<file path="src/design/erxo_pkg.sv">
/*
 Constants and carrier types for the receive E3 overhead, data link status block.
 Assumes an 8-bit register port with byte offsets as printed and one frame strobe per received frame.
*/
package erxo_pkg;
    localparam logic [7:0] ADDR_EVENT_STATUS_TWO = 8'h15;
    localparam logic [7:0] ADDR_DL_CONTROL = 8'h18;
    localparam logic [7:0] ADDR_DL_STATE = 8'h19;
    localparam logic [7:0] ADDR_NR_BYTE = 8'h1A;
    localparam logic [7:0] ADDR_GC_BYTE = 8'h1B;
    localparam logic [7:0] RESET_BYTE = 8'h00;
    // Event status field positions
    localparam int EV_TRACE_CHANGE = 6;
    localparam int EV_FAR_END_BLOCK = 4;
    localparam int EV_FAR_END_FAIL = 3;
    localparam int EV_PARITY = 2;
    localparam int EV_FRAMING = 1;
    localparam int EV_PAYLOAD_TYPE = 0;
    // Data link control fields
    localparam int CTL_SOURCE_SELECT = 3;
    localparam int CTL_RECEIVER_ENABLE = 2;
    localparam int CTL_MESSAGE_IRQ_ENABLE = 1;
    localparam int CTL_MESSAGE_STATUS = 0;
    localparam logic [7:0] CTL_WRITABLE_MASK = 8'h0E;
    // Data link state fields
    localparam int ST_ABORT = 6;
    localparam int ST_KIND_LSB = 4;
    localparam int ST_CMD_RESP = 3;
    localparam int ST_FCS_ERROR = 2;
    localparam int ST_END_OF_MESSAGE = 1;
    localparam int ST_FLAG_PRESENT = 0;
    localparam logic [7:0] FLAG_OCTET = 8'h7E;
    localparam int ABORT_ONES = 7;
    localparam int FAR_END_FAIL_SPAN = 3;

    typedef enum logic [1:0] {
        ERXO_KIND_CL_PATH = 2'h0,
        ERXO_KIND_IDLE = 2'h1,
        ERXO_KIND_TEST = 2'h2,
        ERXO_KIND_ITU_PATH = 2'h3
    } erxo_kind_t;

    // Overhead of one received frame, valid with frame_valid
    typedef struct packed {
        logic frame_valid;
        logic [7:0] trace_byte;
        logic far_end_block_bit;
        logic far_end_fail_bit;
        logic parity_error;
        logic framing_error;
        logic [2:0] payload_type;
        logic [7:0] nr_byte;
        logic [7:0] gc_byte;
    } erxo_frame_t;

    // Result of one whole message from the message receiver
    typedef struct packed {
        logic message_done;
        erxo_kind_t kind;
        logic cmd_resp;
        logic fcs_error;
    } erxo_message_t;

    typedef struct packed {
        logic [7:0] addr;
        logic [7:0] wdata;
        logic wr;
        logic rd;
    } erxo_bus_t;
endpackage

</file>
<file path="src/design/erxo_status_regs.sv">
/*
 Receive E3 overhead event status, data link control and state, and NR and GC byte capture.
 Assumes frame and message inputs come from logic on the same clock; the register
 port is a plain strobe port on that clock with read data one cycle after the read strobe.
*/
`timescale 1ns/1ns
module erxo_status_regs (
    input wire logic clock,
    input wire logic srst,
    input wire erxo_pkg::erxo_bus_t bus,
    output logic [7:0] rdata,
    input wire erxo_pkg::erxo_frame_t frame,
    input wire erxo_pkg::erxo_message_t message,
    output logic [7:0] datalink_octet,
    output logic datalink_octet_valid,
    output logic irq
);
    logic [7:0] event_status_reg;
    logic [7:0] event_status_next;
    logic datalink_source_select_reg;
    logic datalink_receiver_enable_reg;
    logic message_irq_enable_reg;
    logic message_status_reg;
    logic [1:0] message_kind_field_reg;
    logic command_response_flag_reg;
    logic frame_check_error_flag_reg;
    logic end_of_message_reg;
    logic flag_present_reg;
    logic abort_reg;
    logic [7:0] network_operator_byte_value_reg;
    logic [7:0] general_channel_byte_reg;
    logic [2:0] prev_payload_type_reg;
    logic payload_seen_reg;
    logic far_end_fail_state_reg;
    logic [1:0] fail_run_reg;
    logic [3:0] ones_run_reg;
    logic [7:0] rdata_reg;
    logic [7:0] dl_octet_reg;
    logic dl_valid_reg;
    logic irq_reg;
    logic [7:0] selected_octet;
    logic fail_toggle;
    logic message_accepted;

    function automatic logic is_read(input erxo_pkg::erxo_bus_t b, input logic [7:0] a);
        is_read = b.rd && (b.addr == a);
    endfunction

    function automatic logic is_write(input erxo_pkg::erxo_bus_t b, input logic [7:0] a);
        is_write = b.wr && (b.addr == a);
    endfunction

    // Source of message octets
    assign selected_octet = datalink_source_select_reg ? frame.nr_byte : frame.gc_byte;
    assign message_accepted = message.message_done && datalink_receiver_enable_reg;

    // A run counts frames disagreeing with the present state; a full run flips it
    assign fail_toggle = frame.frame_valid && (frame.far_end_fail_bit != far_end_fail_state_reg)
        && (fail_run_reg == 2'(erxo_pkg::FAR_END_FAIL_SPAN - 1));

    always_ff @(posedge clock) begin
        if (srst) begin
            far_end_fail_state_reg <= 1'b0;
            fail_run_reg <= 2'h0;
        end else if (frame.frame_valid) begin
            if (frame.far_end_fail_bit == far_end_fail_state_reg) begin
                fail_run_reg <= 2'h0;
            end else if (fail_toggle) begin
                far_end_fail_state_reg <= ~far_end_fail_state_reg;
                fail_run_reg <= 2'h0;
            end else begin
                fail_run_reg <= fail_run_reg + 2'h1;
            end
        end
    end

    always_ff @(posedge clock) begin
        if (srst) begin
            prev_payload_type_reg <= 3'h0;
            payload_seen_reg <= 1'b0;
        end else if (frame.frame_valid) begin
            prev_payload_type_reg <= frame.payload_type;
            payload_seen_reg <= 1'b1;
        end
    end

    // Events set after the read clear so an event in the read cycle survives
    always_comb begin
        event_status_next = event_status_reg;
        if (is_read(bus, erxo_pkg::ADDR_EVENT_STATUS_TWO)) begin
            event_status_next = erxo_pkg::RESET_BYTE;
        end
        if (frame.frame_valid) begin
            if (frame.trace_byte[7]) begin
                event_status_next[erxo_pkg::EV_TRACE_CHANGE] = 1'b1;
            end
            if (frame.far_end_block_bit) begin
                event_status_next[erxo_pkg::EV_FAR_END_BLOCK] = 1'b1;
            end
            if (fail_toggle) begin
                event_status_next[erxo_pkg::EV_FAR_END_FAIL] = 1'b1;
            end
            if (frame.parity_error) begin
                event_status_next[erxo_pkg::EV_PARITY] = 1'b1;
            end
            if (frame.framing_error) begin
                event_status_next[erxo_pkg::EV_FRAMING] = 1'b1;
            end
            if (payload_seen_reg && (frame.payload_type != prev_payload_type_reg)) begin
                event_status_next[erxo_pkg::EV_PAYLOAD_TYPE] = 1'b1;
            end
        end
    end

    always_ff @(posedge clock) begin
        if (srst) begin
            event_status_reg <= erxo_pkg::RESET_BYTE;
        end else begin
            event_status_reg <= event_status_next;
        end
    end

    // Control: only bits 3..1 are writable
    always_ff @(posedge clock) begin
        if (srst) begin
            datalink_source_select_reg <= 1'b0;
            datalink_receiver_enable_reg <= 1'b0;
            message_irq_enable_reg <= 1'b0;
        end else if (is_write(bus, erxo_pkg::ADDR_DL_CONTROL)) begin
            datalink_source_select_reg <= bus.wdata[erxo_pkg::CTL_SOURCE_SELECT];
            datalink_receiver_enable_reg <= bus.wdata[erxo_pkg::CTL_RECEIVER_ENABLE];
            message_irq_enable_reg <= bus.wdata[erxo_pkg::CTL_MESSAGE_IRQ_ENABLE];
        end
    end

    always_ff @(posedge clock) begin
        if (srst) begin
            message_status_reg <= 1'b0;
        end else if (message_accepted) begin
            message_status_reg <= 1'b1;
        end else if (is_read(bus, erxo_pkg::ADDR_DL_CONTROL)) begin
            message_status_reg <= 1'b0;
        end
    end

    always_ff @(posedge clock) begin
        if (srst) begin
            end_of_message_reg <= 1'b0;
        end else if (message_accepted) begin
            end_of_message_reg <= 1'b1;
        end else if (is_read(bus, erxo_pkg::ADDR_DL_STATE)) begin
            end_of_message_reg <= 1'b0;
        end
    end

    always_ff @(posedge clock) begin
        if (srst) begin
            message_kind_field_reg <= 2'h0;
            command_response_flag_reg <= 1'b0;
            frame_check_error_flag_reg <= 1'b0;
        end else if (message_accepted) begin
            message_kind_field_reg <= message.kind;
            command_response_flag_reg <= message.cmd_resp;
            frame_check_error_flag_reg <= message.fcs_error;
        end
    end

    // Channel watch: flag octet and run of ones on the selected byte, MSB first
    always_ff @(posedge clock) begin
        if (srst) begin
            flag_present_reg <= 1'b0;
            abort_reg <= 1'b0;
            ones_run_reg <= 4'h0;
        end else if (frame.frame_valid) begin
            flag_present_reg <= datalink_receiver_enable_reg
                && (selected_octet == erxo_pkg::FLAG_OCTET);
            if (selected_octet == 8'hFF) begin
                if (ones_run_reg < 4'(erxo_pkg::ABORT_ONES)) begin
                    ones_run_reg <= ones_run_reg + 4'h8 > 4'(erxo_pkg::ABORT_ONES)
                        ? 4'(erxo_pkg::ABORT_ONES) : ones_run_reg + 4'h8;
                end
                abort_reg <= datalink_receiver_enable_reg;
            end else begin
                ones_run_reg <= 4'h0;
                abort_reg <= 1'b0;
            end
        end
    end

    always_ff @(posedge clock) begin
        if (srst) begin
            network_operator_byte_value_reg <= erxo_pkg::RESET_BYTE;
            general_channel_byte_reg <= erxo_pkg::RESET_BYTE;
        end else if (frame.frame_valid) begin
            network_operator_byte_value_reg <= frame.nr_byte;
            general_channel_byte_reg <= frame.gc_byte;
        end
    end

    // Octets handed to the message receiver only while it is enabled
    always_ff @(posedge clock) begin
        if (srst) begin
            dl_octet_reg <= erxo_pkg::RESET_BYTE;
            dl_valid_reg <= 1'b0;
        end else begin
            dl_valid_reg <= frame.frame_valid && datalink_receiver_enable_reg;
            if (frame.frame_valid) begin
                dl_octet_reg <= selected_octet;
            end
        end
    end

    always_ff @(posedge clock) begin
        if (srst) begin
            irq_reg <= 1'b0;
        end else begin
            irq_reg <= (message_status_reg || message_accepted) && message_irq_enable_reg;
        end
    end

    // Read data stands one cycle after the strobe; unmapped reads give zero
    always_ff @(posedge clock) begin
        if (srst) begin
            rdata_reg <= erxo_pkg::RESET_BYTE;
        end else if (bus.rd) begin
            case (bus.addr)
                erxo_pkg::ADDR_EVENT_STATUS_TWO: rdata_reg <= event_status_reg & 8'h5F;
                erxo_pkg::ADDR_DL_CONTROL: rdata_reg <= {4'h0, datalink_source_select_reg,
                    datalink_receiver_enable_reg, message_irq_enable_reg, message_status_reg};
                erxo_pkg::ADDR_DL_STATE: rdata_reg <= {1'b0, abort_reg, message_kind_field_reg,
                    command_response_flag_reg, frame_check_error_flag_reg, end_of_message_reg,
                    flag_present_reg};
                erxo_pkg::ADDR_NR_BYTE: rdata_reg <= network_operator_byte_value_reg;
                erxo_pkg::ADDR_GC_BYTE: rdata_reg <= general_channel_byte_reg;
                default: rdata_reg <= erxo_pkg::RESET_BYTE;
            endcase
        end else begin
            rdata_reg <= erxo_pkg::RESET_BYTE;
        end
    end

    assign rdata = rdata_reg;
    assign datalink_octet = dl_octet_reg;
    assign datalink_octet_valid = dl_valid_reg;
    assign irq = irq_reg;
endmodule

</file>
<file path="config.mk">
export PLATFORM = sky130hd
export DESIGN_NAME = erxo_status_regs
export DESIGN_NICKNAME = d
export VERILOG_FILES = /design/src/design/erxo_pkg.sv /design/src/design/erxo_status_regs.sv
export SDC_FILE = /design/constraint.sdc
export NUM_CORES = 1
export LEC_CHECK = 0
export BUFFER_PORTS_ARGS = -buffer_cell sky130_fd_sc_hd__buf_2
export CORE_MARGIN = 4
export CORE_UTILIZATION = 37
export DETAILED_ROUTE_END_ITERATION = 6
export HOLD_SLACK_MARGIN = 0.15
export PLACE_DENSITY = 0.69
export SLEW_MARGIN = 20
export SYNTH_ARGS = -nofsm -noshare
export SYNTH_HDL_FRONTEND = slang
export SYNTH_SLANG_ARGS = --single-unit
</file>
<file path="constraint.sdc">
create_clock -name clock -period 3.77 [get_ports clock]
set_input_delay 1.131 -clock clock [delete_from_list [all_inputs] [get_ports clock]]
set_output_delay 1.131 -clock clock [all_outputs]
set_load 0.03 [all_outputs]
</file>
==> results of run 1 <==
## cell usage after synthesis (2+ instances only)
cell type  number  area (um^2)
a211oi_1        8         60.1
a21oi_1        15         75.1
a22o_1          3         26.3
a22oi_1        11         82.6
a32oi_1         2         17.5
buf_1           3         11.3
buf_2           5         25.0
clkbuf_1        6         22.5
clkbuf_8        2         27.5
dfxtp_1        58         1160
inv_1           2         7.51
mux2_2          3         33.8
mux2i_1        34          340
nand2_1         8         30.0
nand3_1        16         80.1
nand4_1         3         18.8
nor2_1         47          176
nor2b_1         3         18.8
nor3_1          2         10.0
o21ai_0         4         20.0
xnor2_1         5         43.8
## critical path: stages
cell,delay [ps]
buf_2,110
nor4b_2,520
o2111ai_2,350
nor4_1,340
## cell usage in the layout, fill, tap and decap left out
master      n
and4bb_4    1
nor2b_1     3
nor4bb_2    1
a32o_1      1
mux2_2      3
nor2_4      1
clkbuf_1    2
clkinv_2    2
buf_2      62
and3_1      1
a22o_1      3
buf_4       3
nor4_1      1
a22oi_1    11
o2111ai_2   1
inv_1       2
nor3_1      2
dfxtp_1    58
a2111oi_1   1
nor3b_1     1
nor3_4      1
nor4b_2     1
a31o_1      1
and2b_2     1
a211oi_1    8
or2b_2      1
and2_1      1
clkbuf_8   12
nand4_1     3
nand2_1     8
xnor2_1     5
o21ai_0     4
or4b_4      1
a21oi_1    15
nand3_1    16
nor2_1     47
a32oi_1     2
nand2b_1    1
mux2i_1    34
## power groups by stage
stage / Combinational (mW) / Clock, mW / Sequential (mW)
floorplan: 0.0773 / 0 / 0.671
global placement: 0.133 / 0 / 0.662
detailed placement: 0.135 / 0 / 0.663
CTS: 0.135 / 0.540 / 0.649
global route: 0.150 / 0.566 / 0.652
finish: 0.135 / 0.528 / 0.650
## logic make-up (layout without fill, tap and decap cells)
| kind of cell | Yosys count | after routing | synth area share [%] |
|---|---|---|---|
| and+or+nand+nor | 92 | 92 | 19.0 |
| DFF | 58 | 58 | 46.7 |
| AOI/OAI and AO/OA | 47 | 47 | 13.1 |
| muxes | 37 | 37 | 15.0 |
| buffers and inverters | 20 | 83 | 4.43 |
| xor gates and xnor gates | 5 | 5 | 1.76 |
## metal layers
layer	global-route usage (%)	wire, um
met1	21.1	2840
met2	21.7	2590
met3	5.93	475
met4	7.02	54
met5	0	0
## final timing paths
check / cells after the start / endpoint / slack [ps]
worst min-delay path: 2 / message_kind_field_reg[1] / 460
worst max register to register: 4 / flag_present_reg / 2090
worst min register to register: 2 / message_kind_field_reg[1] / 460
worst max-delay path: 4 / rdata[5] / 1550
## area by class of cell
cell class / instances / area [um^2]
Fill cell: 633 / 3430
Inverter: 2 / 7.51
Sequential cell: 58 / 1160
Timing Repair Buffer: 65 / 333
Clock buffer: 14 / 173
Clock inverter: 2 / 10.0
Tap cell: 77 / 96.3
Multi-Input combinational cell: 181 / 1220
## per-stage QoR
| stage | setup WS, ps | hold slack (ps) | cells |
|---|---|---|---|
| after floorplan | 1500 | 434 | 259 |
| after detailed placement | 1210 | 452 | 383 |
| after global routing | 1390 | 500 | 399 |
| after CTS | 1560 | 460 | 399 |
| final | 1550 | 456 | 399 |
| after global placement | 1230 | 447 | 383 |
==> impl_metrics.csv, run 1 <==
group,metric,value,unit
outcome,status,"completed",
clocking,tritoncts,"built",
yosys,seq_area_frac_synth,46.7,%
setup_path,cp.required,4000,ps
routing,vias,2067,
placed_design,gp_congestion,0.764,
routing,postRouteWirelength,5.96,mm
hold_path,hp-start,"message_kind_field_reg[1]",
timing,fin_skew,6.40,ps
yosys,synth-seq-cells,58,
routing,drc_errors,0,
floorplanning,placementRows,29,
power,total_power,1.31,mW
power,leakage,1.27,nW
floorplanning,die_area,8100,um^2
timing,period_share,59.0,%
clocking,root_buffer,"clkbuf_8",
clocking,clkTransAtPathRegs,60,ps
power,ir_drop,156,uV
yosys,async_reset_ff_share,0,%
routing,avgRoutedWirePerCell,14.9,um
finish,final_area,3000,um^2
setup_path,end_kind,"flip-flop",
hold_path,min_path_type,"reg -> reg",
clocking,clock_path_buffers,2,
yosys,syn_inst,259,
yosys,synth_edf_count,0,
routing,viasPerCell,5.18,
power,p_clk_share,40.2,%
floorplanning,start_util,38.7,%
clocking,postCtsHoldBufs,0,
timing,setup_tns,0,ps
placed_design,portBuffers,62,
placed_design,placed_area,2810,um^2
clocking,postCtsSetupBuffers,0,
clocking,clk_latency,330,ps
routing,drtIter0Drc,144,
finish,post-route-util,46.7,%
power,seqPwrFrac,49.5,%
grt,grt_pass1_wl,9.98,mm
job,drv_cap,0,
grt,grt.total_usage,15.5,%
finish,drive_gt1_share,28.3,%
yosys,syn_nets,316,
timing,max-slew-margin-rel,59.1,%
clocking,htreeDepth,3,
power,p_int,0.985,mW
power,power.share.switching,25.0,%
setup_path,critPathLaunch,"bus[15]",
power,p_per_area,438,nW/um^2
yosys,synth_cell_types,40,
floorplanning,die_w,90.0,um
grt,grt_pass1_vias,2021,
setup_path,path_class,"in -> reg",
floorplanning,dieHeight,90.0,um
timing,period_minus_slack,2220,ps
timing,setup_viol,0,
yosys,synth_ff_type,"dfxtp_1",
timing,worst_pin_slew,612,ps
clocking,ctsResizeCount,0,
routing,dr.pass1.iters,4,
placed_design,dp_hpwl,4.29,mm
timing,finalHoldViolCount,0,
timing,rsz0062_at_grt,"false",
setup_path,worstPathArrival,2450,ps
grt,grt_max_degree,29,
grt,antenna_found_initial,0,
yosys,avgSynthCellArea,9.60,um^2
power,p_switching,0.328,mW
yosys,syn_area,2490,um^2
setup_path,critPathMaxFanout,8,
clocking,cts_buffers,9,
grt,globalRoute.totalOverflow,0,
timing,fmax,0.450,GHz
power,p_comb_share,10.3,%
finish,nets,374,
timing,slew_viol_final,0,
finish,diodes,0,
finish,syn_to_final_growth,20.5,%
floorplanning,core_area,6420,um^2
routing,ant_nets,0,
yosys,yosysWarningCount,0,
floorplanning,io_pins,75,
clocking,clkSinkCount,58,
setup_path,reg2reg_from,"datalink_source_select_reg",
setup_path,start_kind,"primary input",
(Power assumes the default switching activity.)
==> run 2: changes to the inputs <==
- ABC_AREA: not set -> 1
- PLACE_DENSITY: 0.69 -> 0.68
- clock period: 3.77 -> 2.05 ns (I/O delays scaled with it)
==> impl_metrics.csv, run 2 <==
group,metric,value,unit
outcome,status,"completed",
yosys,synth-seq-cells,58,
yosys,synth_edf_count,0,
floorplanning,io_pins,75,
yosys,synth_xor_area_share,1.03,%
timing,period_minus_slack,1500,ps
grt,globalRoute.totalOverflow,0,
power,ir_drop,447,uV
yosys,synth.area.top_cells,"dfxtp_1, nor2_1, nand3_1",
routing,dr.pass1.iters,5,
floorplanning,die_w,91.1,um
floorplanning,start_util,37.8,%
yosys,yosysWarningCount,0,
clocking,cts_buffers,9,
grt,antenna_found_initial,0,
timing,worst_pin_slew,762,ps
clocking,postCtsHoldBufs,0,
timing,rsz0062_at_grt,"false",
timing,slew_viol_final,0,
yosys,syn_nets,416,
finish,final_cell_mix,"nor2_1, buf_2, dfxtp_1, nand2_1, nand3_1",
yosys,synth_cell_types,23,
setup_path,end_kind,"flip-flop",
timing,max-slew-margin-rel,49.1,%
timing,setup_viol,0,
setup_path,reg2reg_from,"datalink_source_select_reg",
clocking,clock_path_buffers,2,
floorplanning,placementRows,30,
yosys,synthSimpleGateAreaFrac,33.0,%
timing,setup_tns,0,ps
clocking,tritoncts,"built",
power,p_per_area,855,nW/um^2
finish,syn_to_final_growth,23.5,%
setup_path,worstPathArrival,1770,ps
routing,postRouteWirelength,6.28,mm
routing,avgRoutedWirePerCell,12.4,um
setup_path,critPathMaxFanout,26,
floorplanning,dieHeight,91.1,um
clocking,root_buffer,"clkbuf_8",
clocking,clkTransAtPathRegs,60,ps
placed_design,dp_hpwl,4.65,mm
placed_design,portBuffers,62,
routing,drc_errors,0,
floorplanning,die_area,8300,um^2
grt,grt_pass1_wl,10.5,mm
yosys,synth_top_area_share,45.4,%
floorplanning,core_area,6760,um^2
yosys,yosysMostFrequentCell,"nor2_1",
routing,vias,2434,
hold_path,hp-start,"end_of_message_reg",
setup_path,start_kind,"primary input",
yosys,seq_area_frac_synth,45.4,%
grt,grt_max_degree,39,
placed_design,gp_congestion,0.787,
finish,diodes,0,
yosys,synth_compound_area_share,12.8,%
routing,drtIter0Drc,155,
clocking,htreeDepth,3,
setup_path,critPathLaunch,"frame[31]",
yosys,async_reset_ff_share,0,%
yosys,synth_top_family_by_area,"simple AND/OR/NAND/NOR gates",
setup_path,cp.required,2320,ps
hold_path,min_path_type,"reg -> reg",
timing,fin_skew,4.92,ps
clocking,ctsResizeCount,0,
grt,grt.total_usage,15.9,%
yosys,synthTopCellsByCount,"nor2_1, dfxtp_1, nand2_1, nand3_1, o21ai_0",
clocking,clkSinkCount,58,
timing,finalHoldViolCount,0,
routing,viasPerCell,4.82,
grt,grt_pass1_vias,2223,
clocking,postCtsSetupBuffers,0,
yosys,yosys.area_share.adder,0,%
yosys,muxShareOfSynthArea,0,%
yosys,syn_inst,359,
yosys,netlist.top_cell.by_area,"dfxtp_1",
timing,period_share,73.4,%
yosys,syn_area,2550,um^2
timing,fin_ws,546,ps
yosys,synth_ff_type,"dfxtp_1",
finish,drive_gt1_share,21.4,%
timing,fmax,0.665,GHz
routing,ant_nets,0,
job,drv_cap,0,
yosys,avgSynthCellArea,7.12,um^2
finish,layout_commonest_cell,"nor2_1",
power,leakage,1.47,nW
placed_design,post-place-ws,184,ps
setup_path,path_class,"in -> reg",
clocking,clk_latency,340,ps
finish,nets,477,
run 2: path summary, 6_finish.rpt:
check / cells past startpoint / to / slack, ps
setup / recovery: 4 / fail_run_reg[0] / 550
hold / removal: 2 / end_of_message_reg / 460
setup reg to reg: 6 / flag_present_reg / 690
hold reg to reg: 2 / end_of_message_reg / 460
run 2: stage by stage:
stage / hold WS (ps) / std cells / power (mW) / utilization [%] / area (um^2)
3_3_place_gp: 448 / 489 / 1.47 / 43.2 / 2920
3_5_place_dp: 452 / 489 / 1.47 / 43.2 / 2920
5_1_grt: 484 / 505 / 2.81 / 46.7 / 3160
4_1_cts: 462 / 505 / 2.72 / 46.7 / 3160
2_1_floorplan: 428 / 359 / 1.37 / - / 2550
6_report: 463 / 505 / 2.70 / 46.7 / 3160
run 2: routing by layer:
layer  global-route usage (%)  share of wire, %  vias to the layer above
met5                        0                 0                        -
met4                     4.90               1.0                        0
met3                     6.63               7.1                        7
met2                     24.5                46                       73
met1                     20.3                46                     1073
li1                         -                 -                     1281
run 2: layout make-up:
class | count | area (um^2)
Fill cell | 706 | 3600
Multi-Input combinational cell | 255 | 1190
Sequential cell | 58 | 1160
Timing Repair Buffer | 66 | 353
Clock buffer | 11 | 131
Inverter | 30 | 113
Clock inverter | 5 | 103
Tap cell | 80 | 100
run 2: critical path: stages:
cell and delay (ps):
buf_2 210, inv_1 610, o21ai_0 190, a21oi_1 150
run 2: cells by family after synthesis:
logic type,Yosys count
AOI/OAI and AO/OA,64
xor gates and xnor gates,3
buffers and inverters,46
DFF,58
and+or+nand+nor,188
run 2: where the power goes:
group / total [mW] / switching (mW) / internal (mW) / leakage [nW]
Clock: 1.25 / 0.445 / 0.806 / 0.114
Combinational: 0.246 / 0.156 / 0.0906 / 0.881
Sequential: 1.20 / 0.0253 / 1.18 / 0.476
Total: 2.70 / 0.626 / 2.07 / 1.47
==> run 3: changes to the inputs <==
- clock period: 2.05 -> 1.45 ns (I/O delays scaled with it)
==> impl_metrics.csv, run 3 (synthesized netlist as in run 2, its figures left out) <==
group,metric,value,unit
outcome,status,"completed",
floorplanning,die_w,91.1,um
setup_path,crit_path_max_incr_delay,340,ps
floorplanning,die_area,8300,um^2
floorplanning,dieHeight,91.1,um
grt,grt_pass1_vias,2285,
clocking,clkTransAtPathRegs,60,ps
timing,worst_pin_slew,279,ps
floorplanning,placementRows,30,
clocking,tritoncts,"built",
timing,fin_skew,7.22,ps
setup_path,crit_chain,"buf_2",
setup_path,cpLargestDelayFamily,"flip-flops",
setup_path,end_kind,"output port",
timing,period_share,89.3,%
finish,syn_to_final_growth,25.5,%
clocking,htreeDepth,3,
grt,globalRoute.totalOverflow,0,
routing,postRouteWirelength,6.42,mm
setup_path,timing.rr.end,"flag_present_reg",
finish,layoutNonFillerInstCount,517,
job,drv_cap,0,
routing,dr.pass1.iters,4,
clocking,clk_latency,330,ps
placed_design,gp_congestion,0.803,
power,ir_drop,624,uV
routing,ant_nets,0,
timing,rsz0062_at_grt,"false",
setup_path,endpoint,"datalink_octet[3]",
grt,grt_max_degree,25,
setup_path,critPathLaunch,"datalink_octet[3]",
timing,max-slew-margin-rel,81.2,%
routing,drc_errors,0,
setup_path,worst-r2r-cell-count,6,
placed_design,dp.cells,502,
setup_path,critPathMaxFanout,2,
power,p_per_area,1080,nW/um^2
setup_path,path_depth,1,
placed_design,portBuffers,62,
clocking,clock_path_buffers,2,
clocking,cts_buffers,9,
setup_path,path_class,"reg -> out",
setup_path,start_kind,"flip-flop",
routing,drtIter0Drc,120,
grt,grt.total_usage,15.9,%
routing,vias,2505,
clocking,postCtsHoldBufs,0,
finish,layout_commonest_cell,"nor2_1",
setup_path,reg2reg_from,"datalink_source_select_reg",
timing,finalHoldViolCount,0,
floorplanning,start_util,37.8,%
setup_path,crit_buf_inv,1,
power,leakage,1.52,nW
hold_path,min_path_type,"in -> reg",
clocking,root_buffer,"clkbuf_8",
grt,grt_pass1_wl,10.5,mm
setup_path,rrSetupSlack,250,ps
finish,nets,490,
finish,drive_gt1_share,23.8,%
floorplanning,core_area,6760,um^2
finish,final_area,3210,um^2
finish,final_cell_mix,"nor2_1, buf_2, dfxtp_1, nand2_1, nand3_1",
setup_path,cp.required,1020,ps
clocking,clkSinkCount,58,
placed_design,placed_area,3020,um^2
timing,setup_viol,0,
setup_path,cpMaxStageDelayCell,"dfxtp_1",
setup_path,worstPathArrival,860,ps
routing,avgRoutedWirePerCell,12.4,um
power,total_power,3.47,mW
timing,slew_viol_final,0,
finish,post-route-util,47.4,%
floorplanning,io_pins,75,
finish,diodes,0,
timing,period_minus_slack,1290,ps
grt,antenna_found_initial,0,
timing,fmax,0.772,GHz
routing,viasPerCell,4.85,
placed_design,dp_hpwl,4.91,mm
==> run 3: changes by cell type in the layout (fill, tap and decap cells not counted), sizes merged <==
cell | previous run | this run
buf | 66 | 79
bufinv | 3 | 1
clkbuf | 11 | 12
clkinv | 1 | 2
clkinvlp | 1 | 0
==> run 3: cell type report <==
cell class | instances | area [um^2]
multi-input cells | 255 | 1190
clock inverters | 3 | 40.0
fillers | 686 | 3550
repair buffers | 79 | 450
clock buffers | 12 | 145
inverters | 30 | 113
flip-flops and latches | 58 | 1160
well taps | 80 | 100
==> run 3: what timing repair did <==
| item | in CTS | in global routing |
|---|---|---|
| endpoints found under the setup margin | 0 | 2 |
| buffers inserted | 0 | 0 |
| gates resized for setup | 0 | 1 |
| hold endpoints to repair | 0 | 0 |
==> run 3: worst min path at each step <==
stage                      startpoint                            endpoint  cells past startpoint
2_1_floorplan  message_irq_enable_reg                                 irq                      2
3_3_place_gp       end_of_message_reg                  end_of_message_reg                      2
3_5_place_dp       end_of_message_reg                  end_of_message_reg                      2
4_1_cts                      frame[3]         general_channel_byte_reg[3]                      3
5_1_grt                      frame[5]         general_channel_byte_reg[5]                      3
6_report                    frame[11]  network_operator_byte_value_reg[3]                      3
==> run 3: layer usage <==
| metal | track usage, % | share of wire, % |
|---|---|---|
| met4 | 4.15 | 0.92 |
| met5 | 0 | 0 |
| met3 | 4.97 | 6.1 |
| met1 | 20.2 | 46 |
| met2 | 26.1 | 47 |
==> run 3: where the power goes <==
part	internal [mW]	total (mW)	switching (mW)
Combinational	0.144	0.367	0.223
Sequential	1.66	1.70	0.0371
Clock	0.826	1.40	0.579
Total	2.63	3.47	0.839
==> run 3: stage by stage <==
stage / setup TNS, ps / hold slack [ps] / worst slack, ps
after floorplan: 0 / 428 / 150
after CTS: 0 / 344 / 95.3
after global routing: 0 / 359 / 64.4
final: 0 / 360 / 155
after global placement: -64.1 / 448 / -12.2
after detailed placement: -192 / 453 / -37.1
